$ cat src/hdl/icspf_defs.vh
// Constants for the instruction cache speculative prefetch controller
`ifndef ICSPF_DEFS_VH
`define ICSPF_DEFS_VH
`define ICSPF_AW          32
`define ICSPF_LINE_LSB    5
`define ICSPF_REGION_LSB  10
`define ICSPF_DW_PER_LINE 3'h4
`define ICSPF_MAX_SPEC    2'h3
`define ICSPF_S_IDLE      3'h0
`define ICSPF_S_LOOK      3'h1
`define ICSPF_S_DEMREQ    3'h2
`define ICSPF_S_DEMDATA   3'h3
`define ICSPF_S_BURSTREQ  3'h4
`define ICSPF_S_BURSTDATA 3'h5
`endif

$ cat src/hdl/icspf_dw_count.v
// Beat counter for the line currently being filled
`timescale 1ns/1ns
`default_nettype none
module icspf_dw_count #(
	parameter W = 3
) (
	input  wire         mclk,
	input  wire         clear,
	input  wire         beat,
	output wire         last,
	output reg  [W-1:0] count_r
);
	assign last = beat && (count_r == 3'h3);
	always @(posedge mclk) begin
		if (clear || last)
			count_r <= {W{1'b0}};
		else if (beat)
			count_r <= count_r + 3'h1;
	end
endmodule
`default_nettype wire

$ cat src/hdl/icspf_ctrl.v
// Speculative line prefetch and fill abandonment controller
`timescale 1ns/1ns
`default_nettype none
`include "icspf_defs.vh"
module icspf_ctrl #(
	parameter AW = `ICSPF_AW
) (
	input  wire          mclk,
	input  wire          reset,
	input  wire          fetch_valid,
	input  wire [AW-1:0] fetch_addr,
	input  wire          fetch_hit,
	input  wire          fetch_cacheable,
	input  wire          prefetch_enable,
	input  wire [1:0]    prefetch_line_count,
	input  wire [1:0]    prefetch_abandon_threshold,
	output reg           probe_valid_r,
	output reg  [AW-1:0] probe_addr_r,
	input  wire          probe_hit,
	output reg           rd_req_r,
	output reg  [AW-1:0] rd_addr_r,
	output reg           rd_burst_r,
	output reg  [1:0]    rd_lines_r,
	input  wire          rd_ack,
	input  wire          rd_dvalid,
	input  wire [127:0]  rd_data,
	output reg           rd_terminate_r,
	output reg           fill_wr_r,
	output reg  [AW-1:0] fill_addr_r,
	output reg  [255:0]  line_fill_buffer,
	output reg  [3:0]    fill_dw_valid_r,
	output reg           fill_abandoned_r
);
	reg [2:0]    state_r;
	reg [AW-1:0] miss_addr_r;
	reg [AW-1:0] cur_addr_r;
	reg [1:0]    want_r;
	reg [1:0]    probed_r;
	reg [1:0]    lines_left_r;
	reg          kill_r;
	reg          cacheable_r;
	reg          pend_r;
	reg [AW-1:0] pend_addr_r;
	reg          pend_cache_r;
	reg          dem_done_r;
	wire         cache_sel;
	wire [4:0]   edge_gap;
	wire         probing;
	wire         probe_more;
	wire         probe_done;
	wire [1:0]   spec_lines;
	wire         beat;
	wire         line_done;
	wire [2:0]   dw_cnt;
	wire         new_miss;
	wire [AW-1:0] next_line;
	wire [2:0]   room;
	wire [1:0]   want_nxt;
	wire         in_data;
	wire         keep_line;

	////////////////////////////////////////////////////////////////
	// One 128-bit beat carries two doublewords
	assign in_data  = (state_r == `ICSPF_S_LOOK) ||
		(state_r == `ICSPF_S_DEMDATA) ||
		(state_r == `ICSPF_S_BURSTDATA);
	assign beat     = in_data && rd_dvalid;
	assign new_miss = fetch_valid && !fetch_hit;
	assign next_line = cur_addr_r + 32'h20;
	// Lines left before the 1KB boundary; avoids an MMU lookup
	assign edge_gap = 5'h1f - miss_addr_r[9:5];
	assign room = (edge_gap > 5'h03) ? 3'h3 : edge_gap[2:0];
	assign cache_sel = pend_r ? pend_cache_r : fetch_cacheable;
	assign want_nxt = (!prefetch_enable || !cache_sel) ? 2'h0 :
		prefetch_line_count;
	// Probes run while the demand line streams in
	assign probing = (state_r == `ICSPF_S_LOOK) ||
		(state_r == `ICSPF_S_DEMDATA);
	assign probe_more = (probed_r < want_r) &&
		({1'b0, probed_r} < room);
	assign probe_done = !probe_valid_r && !probe_more;
	assign spec_lines = ({1'b0, want_r} > room) ? room[1:0] : want_r;
	// Threshold counts doublewords, two per beat
	assign keep_line = ({dw_cnt[1:0], 1'b0} >=
		{1'b0, prefetch_abandon_threshold});

	icspf_dw_count #(.W(3)) u_cnt (
		.mclk    (mclk),
		.clear   (reset || (state_r == `ICSPF_S_BURSTREQ) ||
			(state_r == `ICSPF_S_DEMREQ) || line_done),
		.beat    (beat),
		.last    (),
		.count_r (dw_cnt)
	);
	assign line_done = beat && (dw_cnt == 3'h1);

	////////////////////////////////////////////////////////////////
	always @(posedge mclk) begin
		if (reset) begin
			state_r          <= `ICSPF_S_IDLE;
			miss_addr_r      <= 32'h0;
			cur_addr_r       <= 32'h0;
			want_r           <= 2'h0;
			probed_r         <= 2'h0;
			lines_left_r     <= 2'h0;
			kill_r           <= 1'b0;
			cacheable_r      <= 1'b0;
			pend_r           <= 1'b0;
			pend_addr_r      <= 32'h0;
			pend_cache_r     <= 1'b0;
			dem_done_r       <= 1'b0;
			probe_valid_r    <= 1'b0;
			probe_addr_r     <= 32'h0;
			rd_req_r         <= 1'b0;
			rd_addr_r        <= 32'h0;
			rd_burst_r       <= 1'b0;
			rd_lines_r       <= 2'h0;
			rd_terminate_r   <= 1'b0;
			fill_wr_r        <= 1'b0;
			fill_addr_r      <= 32'h0;
			line_fill_buffer <= 256'h0;
			fill_dw_valid_r  <= 4'h0;
			fill_abandoned_r <= 1'b0;
		end else begin
			fill_wr_r      <= 1'b0;
			rd_terminate_r <= 1'b0;
			probe_valid_r  <= 1'b0;
			// Miss during fill: decide what survives
			if (new_miss && state_r != `ICSPF_S_IDLE) begin
				pend_r       <= 1'b1;
				pend_addr_r  <= fetch_addr;
				pend_cache_r <= fetch_cacheable;
				if (state_r == `ICSPF_S_LOOK)
					want_r <= 2'h0;
				if (state_r == `ICSPF_S_DEMDATA ||
					state_r == `ICSPF_S_DEMREQ)
					want_r <= 2'h0;
				// A presented burst is never withdrawn, only cut
				if (state_r == `ICSPF_S_BURSTDATA ||
					state_r == `ICSPF_S_BURSTREQ) begin
					lines_left_r <= 2'h0;
					if (!keep_line)
						kill_r <= 1'b1;
				end
			end
			if (probing && !probe_valid_r && probe_more) begin
				probe_valid_r <= 1'b1;
				probe_addr_r  <= {miss_addr_r[AW-1:5], 5'h0} +
					{25'h0, probed_r + 2'h1, 5'h0};
			end
			if (probe_valid_r) begin
				probed_r <= probed_r + 2'h1;
				// Stop at the first resident line; burst is contiguous
				if (probe_hit && !new_miss)
					want_r <= probed_r;
			end
			case (state_r)
			`ICSPF_S_IDLE: begin
				if (pend_r || new_miss) begin
					miss_addr_r <= pend_r ? pend_addr_r : fetch_addr;
					cur_addr_r  <= pend_r ? pend_addr_r : fetch_addr;
					cacheable_r <= pend_r ? pend_cache_r : fetch_cacheable;
					want_r      <= want_nxt;
					pend_r      <= 1'b0;
					rd_req_r    <= 1'b1;
					rd_addr_r   <= pend_r ? pend_addr_r : fetch_addr;
					rd_burst_r  <= 1'b0;
					rd_lines_r  <= 2'h0;
					state_r     <= `ICSPF_S_DEMREQ;
				end
			end
			`ICSPF_S_DEMREQ: begin
				if (rd_ack) begin
					rd_req_r <= 1'b0;
					probed_r <= 2'h0;
					kill_r   <= 1'b0;
					dem_done_r       <= 1'b0;
					fill_dw_valid_r  <= 4'h0;
					fill_abandoned_r <= 1'b0;
					state_r  <= `ICSPF_S_LOOK;
				end
			end
			`ICSPF_S_LOOK: begin
				if (beat)
					state_r <= `ICSPF_S_DEMDATA;
			end
			`ICSPF_S_DEMDATA: begin
				if (line_done) begin
					dem_done_r <= 1'b1;
					if (cacheable_r)
						fill_wr_r <= 1'b1;
				end
				// Burst waits for the probes to settle
				if ((line_done || dem_done_r) && probe_done) begin
					dem_done_r <= 1'b0;
					if (spec_lines != 2'h0 && !pend_r) begin
						rd_req_r     <= 1'b1;
						rd_burst_r   <= 1'b1;
						rd_lines_r   <= spec_lines;
						rd_addr_r    <= {next_line[AW-1:5], 5'h0};
						cur_addr_r   <= next_line;
						lines_left_r <= spec_lines;
						state_r      <= `ICSPF_S_BURSTREQ;
					end else
						state_r <= `ICSPF_S_IDLE;
				end
			end
			`ICSPF_S_BURSTREQ: begin
				if (rd_ack) begin
					rd_req_r <= 1'b0;
					fill_dw_valid_r  <= 4'h0;
					fill_abandoned_r <= 1'b0;
					state_r <= `ICSPF_S_BURSTDATA;
				end
			end
			`ICSPF_S_BURSTDATA: begin
				if (kill_r) begin
					rd_terminate_r   <= 1'b1;
					fill_abandoned_r <= 1'b1;
					kill_r  <= 1'b0;
					state_r <= `ICSPF_S_IDLE;
				end else if (line_done) begin
					fill_wr_r <= 1'b1;
					if (lines_left_r <= 2'h1) begin
						rd_terminate_r <= (lines_left_r == 2'h0);
						state_r <= `ICSPF_S_IDLE;
					end else begin
						lines_left_r <= lines_left_r - 2'h1;
						cur_addr_r   <= next_line;
					end
				end
			end
			default: state_r <= `ICSPF_S_IDLE;
			endcase
			// Beats overwrite the buffer; older partial data is lost
			if (beat && !kill_r) begin
				if (dw_cnt[0] == 1'b0) begin
					line_fill_buffer[127:0] <= rd_data;
					fill_addr_r <= {cur_addr_r[AW-1:5], 5'h0};
					fill_dw_valid_r[1:0]    <= 2'h3;
					fill_dw_valid_r[3:2]    <= 2'h0;
				end else begin
					line_fill_buffer[255:128] <= rd_data;
					fill_dw_valid_r[3:2]      <= 2'h3;
				end
			end
		end
	end
	// Coherency is left to software invalidation
endmodule
`default_nettype wire

$ cat config.mk
export PLATFORM = sky130hd
export DESIGN_NAME = icspf_ctrl
export DESIGN_NICKNAME = d
export VERILOG_FILES = /design/src/hdl/icspf_dw_count.v /design/src/hdl/icspf_ctrl.v
export VERILOG_INCLUDE_DIRS = /design/src /design/src/hdl
export SDC_FILE = /design/constraint.sdc
export NUM_CORES = 1
export LEC_CHECK = 0
export BUFFER_PORTS_ARGS = -buffer_cell sky130_fd_sc_hd__buf_2
export CAP_MARGIN = 5
export CELL_PAD_IN_SITES_DETAIL_PLACEMENT = 0
export CELL_PAD_IN_SITES_GLOBAL_PLACEMENT = 1
export CORE_UTILIZATION = 40
export CTS_CLUSTER_DIAMETER = 120
export DETAILED_ROUTE_END_ITERATION = 12
export PLACE_DENSITY_LB_ADDON = 0.2
export SYNTH_ARGS = -nofsm -noshare
export SYNTH_HDL_FRONTEND = slang
export SYNTH_SLANG_ARGS = --single-unit
$ cat constraint.sdc
create_clock -name mclk -period 3.7 [get_ports mclk]
set_clock_uncertainty 0.15 [all_clocks]
set_input_delay 0.37 -clock mclk [delete_from_list [all_inputs] [get_ports mclk]]
set_output_delay 0.37 -clock mclk [all_outputs]
set_load 0.05 [all_outputs]
Word level (Yosys, flattened, before mapping)
Index checks and enable logic that the tools add are counted.

storage, ports and cells
  register bits = 472
  bits of input ports = 173
  output and inout port bits = 364
  logic and storage cells = 199

cells by class
  $add $sub $neg = 6
  magnitude comparators = 6
  equal/unequal tests = 21
  mux-type cells = 82
  bitwise gates (word level) = 2
  reductions and logical operators = 55

operator list
  cell                                                                      number
  32-bit 2-to-1 mux                                                         9
  32-bit case mux with 3 select lines                                       1
  32-bit case mux with 2 select lines                                       1
  2-bit 2-to-1 mux                                                          24
  32-bit by 6-bit adder with 32-bit output (second input constant)          1
  32-bit by 7-bit adder with 32-bit output                                  1
  3-bit 2-to-1 mux                                                          10
  1-bit 2-to-1 mux                                                          25
  3-bit case mux with 6 select lines                                        1
  2-bit inequality test (second input constant)                             8
  7-bit AND reduction                                                       2
  1-bit logical AND                                                         13
  4-bit 2-to-1 mux                                                          3
  2-bit nonzero test                                                        6
  1-bit logical OR                                                          11
  1-bit case mux with 2 select lines                                        5
  3-bit by 2-bit == test with 1-bit output (second input constant)          3
  3-bit nonzero test                                                        3
  1-bit zero test                                                           8
  2-bit case mux with 2 select lines                                        2
  2-bit AND reduction                                                       4
  3-bit by 1-bit == test with 1-bit output (second input constant)          2
  3-bit == test (second input constant)                                     2
  2-bit by 1-bit inequality test with 1-bit output (second input constant)  3
  other kinds (20)                                                          24

Logic depth before layout (Yosys ltp)
  depth after elaboration = 10
  gate-level depth with buffers = 11
  gate-level depth less buffers = 9

By module
Synthesis repeated with hierarchy kept, for this count alone.

second synthesis, totals
  cell total of the unflattened synthesis = 2347
  area total of the unflattened synthesis = 18627.9 um^2

by module, submodules not included
  module          instances  cells each  area each (um^2)  seq. area each (um^2)
  icspf_ctrl      1          2332        18476.5           9068.7
  icspf_dw_count  1          15          151.4             60.1

Least setup slack after synthesis
Ideal clock, no wire load.

  kind = register to register
  start = register miss_addr_r[7]
  end = register rd_addr_r[11]
  setup time = 70 ps
  data arrival time = 2280 ps
  required time = 3480 ps
  slack = 1200 ps
  cell stages (with the launch flop) = 12
  path buffers = 2
  clock period less this slack = 2500 ps
  cells stage by stage = dfxtp_1 -> and3_1 -> nand2_1 -> ha_1 -> nor2_1 -> a211oi_1 -> nor3_2 -> a41o_1 -> buf_2 -> buf_4 -> o211ai_1 -> a21oi_1

on the way
  cells in the longest elaborated chain, start to end = 10
  elaborated cells between the ends (all ways) = 15
  classes of those cells = 1 x add/sub; 3 x order compare; 2 x eq/ne; 2 x mux; 7 x reduce/logical

ends and longest elaborated chain
  item                                                               line              source
  start: declaration                                                 icspf_ctrl.v:35   reg [AW-1:0] miss_addr_r;
  start signal: assignment                                           icspf_ctrl.v:160  miss_addr_r <= pend_r ? pend_addr_r : fetch_addr;
  5-bit subtractor (*)                                               icspf_ctrl.v:71   assign edge_gap = 5'h1f - miss_addr_r[9:5];
  5-bit by 2-bit greater-than comparator with 1-bit output           icspf_ctrl.v:72   assign room = (edge_gap > 5'h03) ? 3'h3 : edge_gap[2:0];
  3-bit 2-to-1 mux (*)                                               icspf_ctrl.v:72
  2-bit by 3-bit less-than comparator with 1-bit output              icspf_ctrl.v:80   ({1'b0, probed_r} < room);
  1-bit logical AND                                                  icspf_ctrl.v:79   assign probe_more = (probed_r < want_r) &&
  1-bit zero test                                                    icspf_ctrl.v:81   assign probe_done = !probe_valid_r && !probe_more;
  1-bit logical AND                                                  icspf_ctrl.v:81
  1-bit logical AND                                                  icspf_ctrl.v:194  if ((line_done || dem_done_r) && probe_done) begin
  2-bit by 1-bit inequality test with 1-bit output (no source line)  --
  4-bit AND reduction (no source line) (*)                           --
  end signal: assignment                                             icspf_ctrl.v:166  rd_addr_r <= pend_r ? pend_addr_r : fetch_addr;
  end signal: assignment                                             icspf_ctrl.v:200  rd_addr_r <= {next_line[AW-1:5], 5'h0};
  end: declaration                                                   icspf_ctrl.v:21   output reg [AW-1:0] rd_addr_r,

Mark *: on every way between the ends. The rest lies on a longest branch, timed or not.
A chain may end at the register's enable or synchronous reset.

Worst setup path after layout
  start = register miss_addr_r[7]
  end = register rd_addr_r[13]

The elaborated chain is that of the path after synthesis.

==> impl_results.md <==
* Outcome: finished, final reports clean
* Yosys reg bits at 456
* Final min period at 3100 ps
* Setup TNS at 0 ps
* Layout cells sized above 1 at 0.235
* RR Endpoint: rd_addr_r[13]$_SDFFE_PP0P_
* Vias in the first global route at 17,642
* Postcts setup bufs at 0
* Clock transition at the registers of the reported paths at 60 ps
* Number of CTS-inserted buffers at 51
* EDFF count, synth at 0
* Count of final setup violators at 0
* CTS tree: yes
* Pre-Repair DR Iteration Count at 6
* Synth Area in Compound Gates at 0.179
* Slew Limit Fails at 0
* Relative slew slack at 0.245
* Dpl cells at 3,296
* Hold Fails Final Rpt at 0
* Wirelength per Cell at 18.9 um
* GRT Util Overall at 0.276
* Crit. Startpoint: miss_addr_r[7]$_SDFFE_PP0P_
* Maxcap violations at 0
* First-pass GRT wire length at 102 mm
* Critical path class: flop to flop
* FMAX at 323 MHz
* Final core utilization at 0.546
* Worst reg-to-reg path cell count at 10
* Root buf cell: clkbuf_16
* Total gr overflow at 0
* Largest stage delay on the critical path at 530 ps
* PwrDens at a little under 700 nW/um2
* Worst path cell trace: and3_1 > nand2_1 > ha_1 > nor2_1 > a211oi_1 > nor3_2 > a41o_1 > buf_4 > o211ai_1 > a21oi_1
* Clk Latency, worst-skew pair at 590 ps
* Largest family of logic cells by synthesized area: simple AND/OR/NAND/NOR gates
* Final worst path period share at 0.837
* Post-route ant nets at 0
* Maximum buffer depth of the clock tree at 3
* Slowest-stage cell, CP: a41o_1
* Top Ports at 537
* Synth Flop Type: dfxtp_1
* Die Ht at 217 um
* Post-Synth XOR/XNOR Area at 0.0260
* Die area at 47,200 um2
* WP data arrival at 3460 ps
* Vias per cell at 5.18
* Crit end category: flop
* Synthesized area at approximately 19,000 um2
* Total number of vias at 18,416
* Internal reg-to-reg setup slack at 600 ps
* Mean Syn Cell Area at around 8.0 um2
* Multiplexer share of the synthesized area at 0.0253
* Worst Path Max Fanout at 9
* H-tree lvl count at 2
* Post-cts gate resize count at 0
* Dpl hpwl at 46.3 mm
* Row cnt at around 80
* Clock sink count at 456
* Unrepaired setup endpoints after global routing: no
* Worst Tran Pin Value at 1130 ps
* Post-Synth Simple-Gate Area at 0.221
* Number of distinct library cells after synthesis at between 70 and 80
* Startpoint Class: flop
* Largest net degree at the start of global routing at 171
* Asr flop ratio synth at 0
* Hold Path Class: input pin to flop
* GP Congestion at 0.890
* Initial antenna violation count at 5
* Buffers on Ports at about 530
* Final net count at 3,095
* Leakage at 0.0101 uW
* Final non-filler cell total at 3,557
* Starting Density at 0.407
* CORE AREA at 45,500 um2
* Mapped Cells at 2,317
* Peak VDD IR at ~450 uV
* DR DRC count at 0
* Seq/Total Area, Yosys at 0.493
* Initial DRC count at 1,113
* # fillers at 4,390
* Area share of fa/ha/maj cells after synthesis at 0.00770
* Warnings, synthesis at 0
* CP required at 4060 ps
* Die X at 217 um
* Area delta synth->final at 34.1%
* Capture point of the worst path: rd_addr_r[13]$_SDFFE_PP0P_
* FF-to-FF Start: miss_addr_r[7]$_SDFFE_PP0P_
* Final wirelength at 67.3 mm
how the worst min path moves through the flow:
stage | start | endpoint | cells past startpoint
after global placement | pend_addr_r[8]$_SDFFE_PP0P_ | pend_addr_r[8]$_SDFFE_PP0P_ | 2
final | rd_dvalid | state_r[1]$_SDFFE_PP0P_ | 4
after floorplan | pend_addr_r[19]$_SDFFE_PP0P_ | pend_addr_r[19]$_SDFFE_PP0P_ | 2
after CTS | rd_dvalid | state_r[1]$_SDFFE_PP0P_ | 4
after global routing | rd_dvalid | state_r[1]$_SDFFE_PP0P_ | 4
after detailed placement | line_fill_buffer[92]$_SDFFE_PP0P_ | line_fill_buffer[92]$_SDFFE_PP0P_ | 2
final cells by class:
type / count / area (um2) / share of cell area
clock buffers: 74 / 1490 / 0.0602
inverters: 16 / 60.1 / 0.00242
flip-flops and latches: 456 / 9130 / 0.368
multi-input cells: 1665 / 8570 / 0.345
clock inverters: 18 / 221 / 0.00892
repair buffers: 722 / 4580 / 0.185
well taps: 600 / 751 / 0.0302
diodes: 6 / 15.0 / 0.000605
critical path: cells and delay by family, from the launching register on:
| family | cells | cell delay [ps] |
|---|---|---|
| and+or+nand+nor | 4 | 1040 |
| buffers and inverters | 1 | 220 |
| DFF | 1 | 430 |
| adders and majority gates | 1 | 280 |
| AOI/OAI and AO/OA | 4 | 900 |
metal layers:
| metal | wire length [um] | up-vias | global-route usage |
|---|---|---|---|
| met5 | 0 | - | 0 |
| met4 | 2190 | 0 | 0.108 |
| met3 | 4860 | 116 | 0.0660 |
| met2 | 32200 | 604 | 0.456 |
| met1 | 28000 | 8709 | 0.344 |
| li1 | - | 8987 | - |
registers in the layout (all words and copies together), names as in the netlist, 2 cells and up:
register,cells
line_fill_buffer,256
pend_addr_r,32
rd_lines_r,2
rd_addr_r,32
want_r,2
fill_addr_r,27
miss_addr_r,27
lines_left_r,2
probe_addr_r,27
u_cnt.count_r,3
state_r,3
cur_addr_r,27
fill_dw_valid_r,3
probed_r,2
cell families (layout without fill, tap and decap cells):
logic type,count (synthesis),after routing
simple gates,984,984
compound gates,559,559
flops,456,456
buf+inv,205,830
xor+xnor,55,55
mux,46,46
fa+ha+maj,11,11
other cells,1,16
where the power goes:
group          total (uW)  internal, uW  switching, uW
Sequential           6370          5630            744
Combinational        5450          1610           3840
Clock                5170          3080           2090
synth_stat cells, types with 25 or more instances:
library cell,count,share of area
nand2_1,735,0.15
dfxtp_1,456,0.49
a21oi_1,379,0.10
clkbuf_1,126,0.026
nor2_1,97,0.020
mux2i_1,40,0.022
nand3_1,40,0.011
o21ai_0,40,0.011
buf_2,31,0.0084
xnor2_1,29,0.014
a211oi_1,28,0.011
xor2_1,26,0.012
o211ai_1,25,0.010
through the flow:
step / hold slack (ps) / total power, uW / instance area (um2) / worst slack [ps]
floorplan: 283 / 10200 / 18600 / 1200
global placement: 289 / 11700 / 21500 / 679
detailed placement: 293 / 11700 / 21500 / 616
CTS: 1.78 / 17100 / 24800 / 579
global route: 18.4 / 17800 / 24800 / 293
finish: 34.1 / 17000 / 24800 / 603
what timing repair did:
item	CTS	global route
endpoints found under the hold margin	296	0
setup endpoints to repair	0	0
hold buffers	163	0
cells in the final DEF (no fill, tap or decap), types with 7 or more instances in the layout:
master | Yosys | layout
clkbuf_1 | 126 | 11
nand2b_1 | 8 | 8
a31oi_1 | 13 | 13
mux2i_1 | 40 | 40
buf_4 | 21 | 28
xor2_1 | 26 | 26
and2_1 | 9 | 9
nor2_1 | 97 | 96
a211oi_2 | 18 | 18
o2bb2ai_1 | 8 | 8
o31ai_1 | 7 | 7
inv_1 | 15 | 15
a21oi_1 | 379 | 378
dlygate4sd3_1 | 0 | 163
nand2_1 | 735 | 734
clkinv_2 | 0 | 9
nor3_1 | 14 | 13
o211ai_1 | 25 | 25
xnor2_1 | 29 | 29
clkbuf_8 | 0 | 11
buf_2 | 31 | 525
nand4_1 | 21 | 21
nand3_1 | 40 | 40
and3_1 | 16 | 16
conb_1 | 1 | 10
dfxtp_1 | 456 | 455
clkbuf_16 | 0 | 52
ha_1 | 9 | 9
o21ai_0 | 40 | 40
o2111ai_1 | 7 | 7
a211oi_1 | 28 | 28
Note: power is estimated with default switching activity, not from simulation.
